[src/pkg/stm_defines.svh]
// Register offsets, field positions, reset values and counts of the timer block
`ifndef STM_DEFINES_SVH
`define STM_DEFINES_SVH

// ======================================================================
// Register byte offsets (AXI4-Lite, one aligned word each)
`define STM_CTRL_OFF 8'h00
`define STM_CMPA_OFF 8'h04
`define STM_CMPP_OFF 8'h08
`define STM_CNT_OFF 8'h0C
`define STM_FLAG_OFF 8'h10

// ======================================================================
// Control register field positions
`define STM_RUN_BIT 0
`define STM_OC_BIT 1
`define STM_POL_BIT 2
`define STM_DPX_BIT 3
`define STM_CCLR_BIT 4
`define STM_IO_LO 5
`define STM_MODE_LO 7
`define STM_TRIG_EDGE_BIT 9

// Flag register field positions
`define STM_FLAG_A_BIT 0
`define STM_FLAG_P_BIT 1

// ======================================================================
// Reset values and counter limits
`define STM_CTRL_RST 10'h000
`define STM_CMP_RST 10'h000
`define STM_CNT_MAX 10'h3FF

// Mode and output-control encodings
`define STM_MODE_SPULSE 2'h2
`define STM_MODE_CAPT 2'h1
`define STM_IO_SPULSE 2'h3
`define STM_IO_CAP_RISE 2'h0
`define STM_IO_CAP_FALL 2'h1
`define STM_IO_CAP_BOTH 2'h2
`define STM_IO_CAP_OFF 2'h3

`endif

[src/pkg/stm_pkg.sv]
// Types shared by the timer block
package stm_pkg;

    // Operating state of the counter
    typedef enum logic [1:0] {
        STM_IDLE,
        STM_PULSE,
        STM_CAPTURE,
        STM_OTHER
    } stm_state_t;

    // Control word as software sees it
    typedef struct packed {
        logic trig_falling;
        logic [1:0] mode_select;
        logic [1:0] output_ctrl;
        logic counter_clear_select;
        logic duty_period_swap;
        logic output_polarity;
        logic output_initial_state;
        logic run_enable;
    } stm_ctrl_t;

    // Edge pulses of a synchronised pin
    typedef struct packed {
        logic rise;
        logic fall;
    } stm_edge_t;

endpackage
[src/hw/stm_pin_sync.sv]
// Two-flop synchroniser and edge detector for one external pin
`timescale 1ns/100ps

`include "stm_defines.svh"

module stm_pin_sync
    import stm_pkg::*;
(
    input wire logic aclk,
    input wire logic aresetn,
    input wire logic pin,
    output stm_edge_t edge_o
);

    logic meta_r;
    logic sync_r;
    logic prev_r;

    // ==================================================================
    // Synchroniser: only sync_r looks at meta_r
    always_ff @(posedge aclk) begin
        if (!aresetn) begin
            meta_r <= 1'b0;
            sync_r <= 1'b0;
            prev_r <= 1'b0;
        end else begin
            meta_r <= pin;
            sync_r <= meta_r;
            prev_r <= sync_r;
        end
    end

    // Edges seen after the synchroniser
    assign edge_o.rise = sync_r & ~prev_r;
    assign edge_o.fall = ~sync_r & prev_r;

endmodule

[src/hw/stm_timer.sv]
// 10-bit timer: single-pulse output and capture input, AXI4-Lite registers
// ======================================================================
// Summary of operation
// - Single pulse: run-enable rising starts pulse leading edge.
// - Single pulse: trigger pin active edge sets run-enable.
// - Counter starts together with the pulse leading edge.
// - Clearing run-enable, by software or match A, ends the pulse.
// - Single pulse: match A clears run-enable, A sets pulse width.
// - Single pulse: match A raises the A flag.
// - Single pulse: counter zeroes only on run-enable rising.
// - Single pulse: P value, clear-select and swap bits ignored.
// - Capture edge rising, falling or both by output-control; 11 disables.
// - Capture: counter starts when software raises run-enable.
// - Capture edge copies counter into A and raises A flag.
// - Capture: counter runs until run-enable falls.
// - Capture: match P zeroes the counter.
// - Capture: match P raises the P flag.
// - P value zero lets the counter run its full range.
// - Capture drives no output; initial-state, polarity, clear-select ignored.
// - Counter is 10 bits, overflowing after 3FF.
// - Separate A and P flags are kept.
//
// Added by the designer: register access over AXI4-Lite and the placing of the registers.
`timescale 1ns/100ps

`include "stm_defines.svh"

module stm_timer
    import stm_pkg::*;
#(
    parameter int CNT_W = 10
) (
    input wire logic aclk,
    input wire logic aresetn,
    input wire logic [7:0] s_axi_awaddr,
    input wire logic s_axi_awvalid,
    output logic s_axi_awready,
    input wire logic [31:0] s_axi_wdata,
    input wire logic [3:0] s_axi_wstrb,
    input wire logic s_axi_wvalid,
    output logic s_axi_wready,
    output logic [1:0] s_axi_bresp,
    output logic s_axi_bvalid,
    input wire logic s_axi_bready,
    input wire logic [7:0] s_axi_araddr,
    input wire logic s_axi_arvalid,
    output logic s_axi_arready,
    output logic [31:0] s_axi_rdata,
    output logic [1:0] s_axi_rresp,
    output logic s_axi_rvalid,
    input wire logic s_axi_rready,
    input wire logic ext_trigger_pin,
    input wire logic capture_pin,
    output logic pulse_out,
    output logic match_a_flag,
    output logic match_p_flag
);

    // ==================================================================
    // Declarations
    stm_ctrl_t ctrl_r;
    logic [CNT_W-1:0] cmpa_r;
    logic [CNT_W-1:0] cmpp_r;
    logic [CNT_W-1:0] cnt_r;
    logic run_prev_r;
    logic [7:0] awaddr_r;
    logic aw_held_r;
    logic [31:0] wdata_r;
    logic [3:0] wstrb_r;
    logic w_held_r;
    stm_state_t state_r;
    stm_edge_t trig_e;
    stm_edge_t cap_e;
    logic wr_fire;
    logic wr_ctrl;
    logic wr_cmpa;
    logic wr_flag;
    logic [31:0] wr_data;
    logic mode_sp;
    logic mode_cap;
    logic run_rise;
    logic run_fall;
    logic match_a;
    logic match_p;
    logic trig_act;
    logic cap_act;
    logic [CNT_W-1:0] cnt_top;

    // ==================================================================
    // Pin synchronisers
    stm_pin_sync u_trig_sync (
        .aclk(aclk),
        .aresetn(aresetn),
        .pin(ext_trigger_pin),
        .edge_o(trig_e)
    );

    stm_pin_sync u_cap_sync (
        .aclk(aclk),
        .aresetn(aresetn),
        .pin(capture_pin),
        .edge_o(cap_e)
    );

    // ==================================================================
    // Decode of mode and events
    assign mode_sp = (ctrl_r.mode_select == `STM_MODE_SPULSE);
    assign mode_cap = (ctrl_r.mode_select == `STM_MODE_CAPT);
    assign run_rise = ctrl_r.run_enable & ~run_prev_r;
    assign run_fall = ~ctrl_r.run_enable & run_prev_r;
    // Zero P leaves the full 10-bit range
    assign cnt_top = (cmpp_r == '0) ? CNT_W'(`STM_CNT_MAX) : cmpp_r;
    // Match only counts while running; A of zero never matches a live pulse
    assign match_a = (state_r == STM_PULSE) && (cnt_r == cmpa_r) && (cmpa_r != '0);
    assign match_p = (state_r == STM_CAPTURE) && (cnt_r == cnt_top);
    // Trigger polarity is selectable; rising by default
    assign trig_act = ctrl_r.trig_falling ? trig_e.fall : trig_e.rise;

    // Capture edge select by output-control
    always_comb begin
        case (ctrl_r.output_ctrl)
            `STM_IO_CAP_RISE: cap_act = cap_e.rise;
            `STM_IO_CAP_FALL: cap_act = cap_e.fall;
            `STM_IO_CAP_BOTH: cap_act = cap_e.rise | cap_e.fall;
            default: cap_act = 1'b0;
        endcase
    end

    // ==================================================================
    // AXI4-Lite write channel: address and data taken in either order
    assign wr_fire = aw_held_r & w_held_r & ~s_axi_bvalid;
    assign wr_data = wdata_r;
    assign wr_ctrl = wr_fire && (awaddr_r == `STM_CTRL_OFF) && wstrb_r[0];
    assign wr_cmpa = wr_fire && (awaddr_r == `STM_CMPA_OFF) && wstrb_r[0];
    assign wr_flag = wr_fire && (awaddr_r == `STM_FLAG_OFF) && wstrb_r[0];

    always_ff @(posedge aclk) begin
        if (!aresetn) begin
            s_axi_awready <= 1'b1;
            s_axi_wready <= 1'b1;
            aw_held_r <= 1'b0;
            w_held_r <= 1'b0;
            awaddr_r <= 8'h00;
            wdata_r <= 32'h00000000;
            wstrb_r <= 4'h0;
            s_axi_bvalid <= 1'b0;
            s_axi_bresp <= 2'h0;
        end else begin
            if (s_axi_awvalid && s_axi_awready) begin
                awaddr_r <= {s_axi_awaddr[7:2], 2'h0};
                aw_held_r <= 1'b1;
                s_axi_awready <= 1'b0;
            end
            if (s_axi_wvalid && s_axi_wready) begin
                wdata_r <= s_axi_wdata;
                wstrb_r <= s_axi_wstrb;
                w_held_r <= 1'b1;
                s_axi_wready <= 1'b0;
            end
            if (wr_fire) begin
                s_axi_bvalid <= 1'b1;
                // Unmapped offsets answer SLVERR
                s_axi_bresp <= (awaddr_r > `STM_FLAG_OFF) ? 2'h2 : 2'h0;
                aw_held_r <= 1'b0;
                w_held_r <= 1'b0;
            end
            if (s_axi_bvalid && s_axi_bready) begin
                s_axi_bvalid <= 1'b0;
                s_axi_awready <= 1'b1;
                s_axi_wready <= 1'b1;
            end
        end
    end

    // ==================================================================
    // AXI4-Lite read channel: one cycle from address to data
    always_ff @(posedge aclk) begin
        if (!aresetn) begin
            s_axi_arready <= 1'b1;
            s_axi_rvalid <= 1'b0;
            s_axi_rdata <= 32'h00000000;
            s_axi_rresp <= 2'h0;
        end else if (s_axi_arvalid && s_axi_arready) begin
            s_axi_arready <= 1'b0;
            s_axi_rvalid <= 1'b1;
            s_axi_rresp <= 2'h0;
            case ({s_axi_araddr[7:2], 2'h0})
                `STM_CTRL_OFF: s_axi_rdata <= {22'h000000, ctrl_r};
                `STM_CMPA_OFF: s_axi_rdata <= {22'h000000, cmpa_r};
                `STM_CMPP_OFF: s_axi_rdata <= {22'h000000, cmpp_r};
                `STM_CNT_OFF: s_axi_rdata <= {22'h000000, cnt_r};
                `STM_FLAG_OFF: s_axi_rdata <= {30'h00000000, match_p_flag, match_a_flag};
                default: begin
                    s_axi_rdata <= 32'h00000000;
                    s_axi_rresp <= 2'h2;
                end
            endcase
        end else if (s_axi_rvalid && s_axi_rready) begin
            s_axi_rvalid <= 1'b0;
            s_axi_arready <= 1'b1;
        end
    end

    // ==================================================================
    // Control register; hardware set and clear of run-enable win over writes
    always_ff @(posedge aclk) begin
        if (!aresetn) begin
            ctrl_r <= stm_ctrl_t'(`STM_CTRL_RST);
        end else begin
            if (wr_ctrl) begin
                ctrl_r <= stm_ctrl_t'(wr_data[9:0]);
            end
            if (mode_sp && trig_act) begin
                ctrl_r.run_enable <= 1'b1;
            end else if (match_a) begin
                ctrl_r.run_enable <= 1'b0;
            end
        end
    end

    always_ff @(posedge aclk) begin
        if (!aresetn) begin
            run_prev_r <= 1'b0;
        end else begin
            run_prev_r <= ctrl_r.run_enable;
        end
    end

    // ==================================================================
    // Compare registers; capture beats a software write to A
    always_ff @(posedge aclk) begin
        if (!aresetn) begin
            cmpa_r <= CNT_W'(`STM_CMP_RST);
            cmpp_r <= CNT_W'(`STM_CMP_RST);
        end else begin
            if (state_r == STM_CAPTURE && cap_act) begin
                cmpa_r <= cnt_r;
            end else if (wr_cmpa) begin
                cmpa_r <= wr_data[CNT_W-1:0];
            end
            if (wr_fire && awaddr_r == `STM_CMPP_OFF && wstrb_r[0]) begin
                cmpp_r <= wr_data[CNT_W-1:0];
            end
        end
    end

    // ==================================================================
    // Counter state: started on run-enable rising, stopped on its fall
    always_ff @(posedge aclk) begin
        if (!aresetn) begin
            state_r <= STM_IDLE;
        end else begin
            case (state_r)
                STM_IDLE: begin
                    if (run_rise && mode_sp) begin
                        state_r <= STM_PULSE;
                    end else if (run_rise && mode_cap) begin
                        state_r <= STM_CAPTURE;
                    end else if (run_rise) begin
                        state_r <= STM_OTHER;
                    end
                end
                STM_PULSE, STM_CAPTURE, STM_OTHER: begin
                    if (!ctrl_r.run_enable) begin
                        state_r <= STM_IDLE;
                    end
                end
                default: state_r <= STM_IDLE;
            endcase
        end
    end

    // Counter; single pulse ignores P, clear-select and swap
    always_ff @(posedge aclk) begin
        if (!aresetn) begin
            cnt_r <= '0;
        end else if (run_rise) begin
            cnt_r <= '0;
        end else if (state_r == STM_CAPTURE && match_p) begin
            cnt_r <= '0;
        end else if (state_r == STM_PULSE && !match_a) begin
            cnt_r <= cnt_r + 1'b1;
        end else if (state_r == STM_CAPTURE) begin
            cnt_r <= cnt_r + 1'b1;
        end
    end

    // ==================================================================
    // Sticky flags; a hardware set wins over a write-one clear
    always_ff @(posedge aclk) begin
        if (!aresetn) begin
            match_a_flag <= 1'b0;
            match_p_flag <= 1'b0;
        end else begin
            if (match_a || (state_r == STM_CAPTURE && cap_act)) begin
                match_a_flag <= 1'b1;
            end else if (wr_flag && wr_data[`STM_FLAG_A_BIT]) begin
                match_a_flag <= 1'b0;
            end
            if (match_p) begin
                match_p_flag <= 1'b1;
            end else if (wr_flag && wr_data[`STM_FLAG_P_BIT]) begin
                match_p_flag <= 1'b0;
            end
        end
    end

    // ==================================================================
    // Pulse output: active while running in single pulse, held low in other modes
    always_ff @(posedge aclk) begin
        if (!aresetn) begin
            pulse_out <= 1'b0;
        end else if (mode_sp) begin
            pulse_out <= ctrl_r.run_enable ^ ctrl_r.output_polarity;
        end else begin
            pulse_out <= 1'b0;
        end
    end

    // ==================================================================
    // Assertions
    a_pulse_start: assert property (@(posedge aclk) disable iff (!aresetn)
        (mode_sp && run_rise && !ctrl_r.output_polarity) |=> pulse_out)
        else $error("pulse did not start on run rising");
    a_trig_sets_run: assert property (@(posedge aclk) disable iff (!aresetn)
        (mode_sp && trig_act) |=> ctrl_r.run_enable)
        else $error("trigger did not set run enable");
    a_match_a_stop: assert property (@(posedge aclk) disable iff (!aresetn)
        (match_a && !(mode_sp && trig_act)) |=> !ctrl_r.run_enable ##1 state_r == STM_IDLE)
        else $error("match A did not stop the pulse");
    a_match_a_flag: assert property (@(posedge aclk) disable iff (!aresetn)
        match_a |=> match_a_flag)
        else $error("match A flag not raised");
    a_capture_copy: assert property (@(posedge aclk) disable iff (!aresetn)
        (state_r == STM_CAPTURE && cap_act) |=> (cmpa_r == $past(cnt_r)) && match_a_flag)
        else $error("capture did not copy the counter");
    a_p_wrap: assert property (@(posedge aclk) disable iff (!aresetn)
        (match_p && !run_rise) |=> (cnt_r == '0) && match_p_flag)
        else $error("match P did not wrap the counter");
    a_cap_runs: assert property (@(posedge aclk) disable iff (!aresetn)
        (state_r == STM_CAPTURE && !match_p && !run_rise && ctrl_r.run_enable)
        |=> cnt_r == $past(cnt_r) + 1'b1)
        else $error("capture counter stalled");
    a_cap_no_out: assert property (@(posedge aclk) disable iff (!aresetn)
        mode_cap [*2] |-> !pulse_out)
        else $error("output driven in capture mode");

    c_pulse: cover property (@(posedge aclk) disable iff (!aresetn) match_a);
    c_capture: cover property (@(posedge aclk) disable iff (!aresetn)
        state_r == STM_CAPTURE && cap_act);
    c_wrap: cover property (@(posedge aclk) disable iff (!aresetn) match_p);

endmodule

[config.mk]
export PLATFORM = sky130hd
export DESIGN_NAME = stm_timer
export DESIGN_NICKNAME = d
export VERILOG_FILES = /design/src/pkg/stm_pkg.sv /design/src/hw/stm_pin_sync.sv /design/src/hw/stm_timer.sv
export VERILOG_INCLUDE_DIRS = /design/src /design/src/pkg
export SDC_FILE = /design/constraint.sdc
export NUM_CORES = 1
export LEC_CHECK = 0
export BUFFER_PORTS_ARGS = -buffer_cell sky130_fd_sc_hd__buf_2
export CAP_MARGIN = 30
export CORE_MARGIN = 4
export CORE_UTILIZATION = 50
export CTS_BUF_LIST = sky130_fd_sc_hd__clkbuf_8 sky130_fd_sc_hd__clkbuf_16
export DETAILED_ROUTE_END_ITERATION = 7
export GPL_TIMING_DRIVEN = 0
export PLACE_DENSITY = 0.78
export SLEW_MARGIN = 40
export SYNTH_ARGS = -nofsm -noshare
export SYNTH_HDL_FRONTEND = slang
export SYNTH_HIERARCHICAL = 1
export SYNTH_SLANG_ARGS = --single-unit
[constraint.sdc]
create_clock -name aclk -period 3.2 [get_ports aclk]
set_input_delay 0.32 -clock aclk [delete_from_list [all_inputs] [get_ports aclk]]
set_output_delay 0.32 -clock aclk [all_outputs]
set_load 0.005 [all_outputs]
* Word level (Yosys, flattened, before mapping)
Index checks and enable logic that the tools add are counted.
** Storage, ports and cells
- Register bits :: 112
- Bits in latches :: 0
- RAM bits :: 0
- Memory bits (read-only) :: 0
- Memories kept :: 0
** Cells by class
- $add $sub $neg :: 1
- $mul :: 0
- Div/mod/pow operators :: 0
- Magnitude comparators :: 1
- Equal/unequal tests :: 18
- Shift-type cells :: 0
- Multiplexer cells :: 26
- Bitwise logic cells :: 16
- Reductions and logical operators :: 45
** Operators by type and width (count)
- $mux 10 :: 5
- $pmux 10 s5 :: 1
- $logic_and 1x1->1 :: 24
- $eq 10x10->1 :: 2
- $eq 6x2->1 const B :: 3
- $eq 6x1->1 const B :: 2
- $eq 6x3->1 const B :: 2
- $mux 1 :: 12
- $mux 2 :: 6
- $add 10x1->10 const B :: 1
- $logic_not 10->1 :: 1
- $reduce_bool 10->1 :: 1
- $reduce_bool 2->1 :: 5
- $eq 2x2->1 const B :: 4
- $gt 8x5->1 const B :: 1
- $logic_not 8->1 :: 1
- $and 1x1->1 :: 7
- $not 1->1 :: 7
- $eq 2x1->1 const B :: 3
- $logic_not 6->1 :: 1
- $reduce_or 3->1 :: 2
- $reduce_or 5->1 :: 1
- $logic_not 2->1 :: 2
- $ne 4x4->1 const B :: 1
- 10 further kinds :: 12

* Depth between registers and ports, before layout
- Word-level depth :: 7
- Mapped depth :: 8

* By module
The synthesis kept the hierarchy.
** Modules (own cells, without submodules)
- stm_timer :: times used 1, cells an instance 471, area each 4304.1 µm², seq. area each 1641.6 µm²
- stm_pin_sync :: times used 2, cells an instance 8, area each 91.3 µm², seq. area each 60.1 µm²

* Worst setup path before layout
No wires, ideal clock.
- Path type :: register to register
- Start :: register cmpp_r[0]
- End :: register cnt_r[0]
- Arrival time :: 1.689 ns
- Data required time :: 3.069 ns
- Path slack :: 1.380 ns
- Cell stages (with the launch flop) :: 7
- Path buffers :: 0
- Clock period less this slack :: 1.820 ns
- Path through :: dfxtp_1 nor4_4 nand3b_1 mux2i_1 a32o_1 o31ai_4 nor2_1
** On the way
- Cells in the longest elaborated chain, start to end :: 6
** Ends and longest elaborated chain
- from (decl) :: RTL line stm_timer.sv:63 : logic [CNT_W-1:0] cmpp_r;
- from (signal assigned) :: RTL line stm_timer.sv:234 : cmpp_r <= CNT_W'(`STM_CMP_RST);
- from (signal assigned) :: RTL line stm_timer.sv:242 : cmpp_r <= wr_data[CNT_W-1:0];
- $logic_not 10->1 :: RTL line stm_timer.sv:112 : assign cnt_top = (cmpp_r == '0) ? CNT_W'(`STM_CNT_MAX) : cmpp_r;
- $mux 10 (*) :: RTL line stm_timer.sv:112
- $eq 10x10->1 (*) :: RTL line stm_timer.sv:115 : assign match_p = (state_r == STM_CAPTURE) && (cnt_r == cnt_top);
- $logic_and 1x1->1 (*) :: RTL line stm_timer.sv:115
- $logic_and 1x1->1 (*) :: RTL line stm_timer.sv:279 : end else if (state_r == STM_CAPTURE && match_p) begin
- $reduce_or 3->1 (no source line) (*)
- to (signal assigned) :: RTL line stm_timer.sv:282 : cnt_r <= cnt_r + 1'b1;
- to (signal assigned) :: RTL line stm_timer.sv:284 : cnt_r <= cnt_r + 1'b1;
- to (decl) :: RTL line stm_timer.sv:64 : logic [CNT_W-1:0] cnt_r;
Every way passes the cells marked *; elsewhere a longest branch is shown, timed or not.
A chain may end at the register's enable or synchronous reset.

* Final worst setup path
- Start :: register cmpp_r[0]
- End :: register cnt_r[6]
Same word-level chain as after synthesis.

==> tab_implementation.tex <==
\begin{tabular}{lr}
\hline
Metric & Value \\
\hline
\multicolumn{2}{l}{\textbf{Outcome}} \\
Run status & completed \\
\multicolumn{2}{l}{\textbf{Job}} \\
Max-cap violations & 0 \\
\multicolumn{2}{l}{\textbf{STA}} \\
Setup violation total in the final timing report & 0 \\
Final Hold Fails & 0 \\
Sum of negative setup slack & 0 ns \\
Number of pins exceeding their max-slew limit in the final report & 0 \\
Post-route clock skew & 0.0117 ns \\
Transition at the pin with the smallest max-transition slack & 0.591 ns \\
Unrepaired setup endpoints after global routing & no \\
Final worst path period need & about 2.2 ns \\
Post-route clock period utilization & 67.9\% \\
Achievable clock frequency & roughly 0.46 GHz \\
Max\_slew headroom & 60.6\% \\
\multicolumn{2}{l}{\textbf{Global route}} \\
Initial antenna violation count & 0 \\
Vias in the first global route & about 3300 \\
Total global routing overflow & 0 \\
First-pass GRT wire length & about 16000 µm \\
Maximum number of pins on one net before global-route repair & 19 \\
Overall routing resource usage & 20.1\% \\
\multicolumn{2}{l}{\textbf{Floorplan}} \\
Vertical die dimension & 103 µm \\
Area of the die & 10600 µm² \\
Number of rows created at floorplan & 34 \\
Core box area & 8720 µm² \\
Die Width & about 100 µm \\
Effective utilization at floorplan & between 50 and 60\% \\
Top-Level Pins & 105 \\
\multicolumn{2}{l}{\textbf{Placement}} \\
Count of input and output buffers & 50 \\
Total half-perimeter wirelength after legalization and detailed placement & 7880 µm \\
Routability Congestion & about 0.94 \\
\multicolumn{2}{l}{\textbf{Synth}} \\
Number of distinct library cell variants in the gate-level netlist after synthesis & 46 \\
Top cell type by total area after synthesis & sky130\_fd\_sc\_hd\_\_dfxtp\_1 \\
Most area-consuming cells after synthesis & sky130\_fd\_sc\_hd\_\_dfxtp\_1 (39\%), sky130\_fd\_sc\_hd\_\_mux2i\_1 (7.8\%), sky130\_fd\_sc\_hd\_\_nand2\_1 (4.9\%), sky130\_fd\_sc\_hd\_\_nor2b\_1 (4.7\%), sky130\_fd\_sc\_hd\_\_buf\_4 (4.0\%) \\
Post-synthesis instance area & 4490 µm² \\
Syn Area/Cell & just over 9 µm² \\
Synth top area share & 39.3\% \\
Yosys warning total & 6 \\
Post-synthesis register bit count & just under 90 \\
Post-synthesis cell count & 487 \\
Share of async-settable or async-resettable flops after synthesis & 0\% \\
Share of synthesized area occupied by flip-flops and latches & 39.3\% \\
Commonest register cell after synthesis & sky130\_fd\_sc\_hd\_\_dfxtp\_1 \\
Count of flip-flops with a built-in enable after synthesis & 0 \\
\multicolumn{2}{l}{\textbf{Layout}} \\
Filler cell count & between 700 and 800 \\
Fraction of layout cells with a size suffix above 1 & 20.8\% \\
Most frequent standard cell in the layout excluding fill and tap cells & sky130\_fd\_sc\_hd\_\_dfxtp\_1 \\
Number of antenna cells inserted & 0 \\
Multi-input logic area & 2480 µm² \\
Utilization of the core after routing & 59.1\% \\
Commonest cells after routing, fill and taps aside & sky130\_fd\_sc\_hd\_\_dfxtp\_1 (88), sky130\_fd\_sc\_hd\_\_buf\_2 (65), sky130\_fd\_sc\_hd\_\_nand2\_1 (58), sky130\_fd\_sc\_hd\_\_mux2i\_1 (35), sky130\_fd\_sc\_hd\_\_nor2b\_1 (34) \\
Sequential cell area & 1760 µm² \\
Synth-to-layout area growth & 14.9\% \\
Net count, final & 633 \\
\multicolumn{2}{l}{\textbf{Clocking}} \\
Clock slew at reported path FFs & 0.10 ns \\
CTS tree & built \\
Clock buffers created by TritonCTS & 9 \\
Cell at the root of the clock tree & sky130\_fd\_sc\_hd\_\_clkbuf\_8 \\
Number of hold-repair buffers added at the cts stage & 0 \\
Number of buffers inserted to repair setup after CTS & 0 \\
Worst skew pair latency & 0.36 ns \\
Count of H-tree levels built during CTS & 3 \\
Resized cells post-CTS & 0 \\
Clk sink count & 88 \\
Maximum buffer depth of the clock tree & 2 \\
\multicolumn{2}{l}{\textbf{Critical path}} \\
Crit start category & flop \\
Register-to-register setup slack & roughly 1.0 ns \\
Endpoint arrival time on the critical path & 2.40 ns \\
Setup Crit Path Kind & flop to flop \\
Worst EP required & roughly 3.4 ns \\
Worst setup EP type & flop \\
Largest driver fanout on the critical path & 10 \\
\multicolumn{2}{l}{\textbf{Power and ir drop}} \\
Total power & about 0.0021 W \\
Power density over the cells & 401 nW/µm² \\
Leakage Power & 2.38 nW \\
Max rail drop VDD & 0.268 mV \\
\multicolumn{2}{l}{\textbf{Worst hold path}} \\
Hold Crit Class & primary input to flop \\
\multicolumn{2}{l}{\textbf{Route}} \\
First-pass detailed-route iteration total & 4 \\
Routed length on met3 & 826 µm \\
First DRT Iteration DRCs & 214 \\
Metal-1 WL & 4740 µm \\
Detailed-route wire length per cell & 15.5 µm \\
Routed vias & 3614 \\
Post-route DRC & 0 \\
Vias per cell & 5.28 \\
Highest routed layer & met4 \\
Number of nets with antenna violations after routing & 0 \\
Metal2 WL & between 4000 and 5000 µm \\
Total wire length after detailed routing & approximately 11000 µm \\
\hline
\end{tabular}
final timing paths:
path,start,endpoint,cells past startpoint
worst min-delay path,s_axi_wvalid,s_axi_wready$_SDFFE_PP1P_,2
worst max register to register,cmpp_r[0]$_SDFFE_PN0P_,cnt_r[6]$_SDFFE_PP0P_,6
worst min register to register,u_trig_sync/meta_r$_SDFF_PN0_,u_trig_sync/sync_r$_SDFF_PN0_,1
worst max-delay path,cmpp_r[0]$_SDFFE_PN0P_,cnt_r[6]$_SDFFE_PP0P_,6
Yosys cell counts, drive strengths merged, types with 2 or more instances:
master and instances:
xnor2 7, o22ai 6, and2 10, nor3 4, o211a 10, dfxtp 88, a22oi 10, nand3 8
nor3b 7, nor2 33, xor2 19, nand3b 3, nand2 58, nor4 7, mux4 8, a21oi 11
a32oi 3, nand4 8, mux2i 35, o21ai 8, nand2b 7, clkbuf 13, and3 4, inv 6
nor4bb 3, nor2b 34, buf 41, a21boi 23, mux2 2
critical path, stage by stage, from the launching register on:
cell and delay (ns):
sky130_fd_sc_hd__dfxtp_1 0.41, sky130_fd_sc_hd__nor4_4 0.49, sky130_fd_sc_hd__nand3b_1 0.15, sky130_fd_sc_hd__mux2i_1 0.15
sky130_fd_sc_hd__a32o_1 0.26, sky130_fd_sc_hd__o31ai_4 0.48, sky130_fd_sc_hd__nor2_1 0.10
power breakdown:
group	switching (W)	internal [W]	total (W)
Sequential	0.0000219	0.00112	0.00114
Clock	0.000453	0.000309	0.000762
Combinational	0.0000842	0.0000788	0.000163
kinds of logic (layout without fill, tap and decap cells):
kind of cell / Yosys count / in the layout / synth area share, %
AO/OA/AOI/OAI: 77 / 77 / 12.9
XOR/XNOR: 26 / 26 / 5.08
adder cells (fa/ha/maj): 1 / 1 / 0.279
buffers and inverters: 60 / 126 / 7.45
flip-flops: 88 / 88 / 39.3
multiplexers: 45 / 45 / 12.4
other: 1 / 24 / 0.0836
AND/OR/NAND/NOR: 189 / 189 / 22.6
stage by stage:
step,cells,worst slack [ns],area (µm²),hold slack (ns)
floorplan,510,1.38,4570,0.412
finish,684,1.03,5160,0.153
global placement,668,1.12,4960,0.415
detailed placement,668,1.04,4960,0.422
CTS,684,1.02,5160,0.143
global route,684,0.897,5160,0.147
flip-flops by register name (all words and copies together) (netlist names), 2 cells and up:
name / flops
awaddr_r: 6
cmpa_r: 10
cmpp_r: 10
cnt_r: 10
ctrl_r: 10
s_axi_rdata: 10
state_r: 2
wdata_r: 10
final cells by class:
class,instances,area share [%]
multi-input combinational,362,48.0
sequential,88,34.2
buffer,54,6.04
timing repair buffer,50,4.85
tap,108,2.62
clock buffer,9,2.40
clock inverter,7,1.46
inverter,6,0.437
metal layers:
| layer | vias up | track usage (%) |
|---|---|---|
| met5 | - | 0 |
| met4 | 0 | 6.77 |
| met3 | 17 | 3.59 |
| met2 | 143 | 33.2 |
| met1 | 1640 | 26.6 |
| li1 | 1814 | - |
Power figures use the tool's default switching activity.
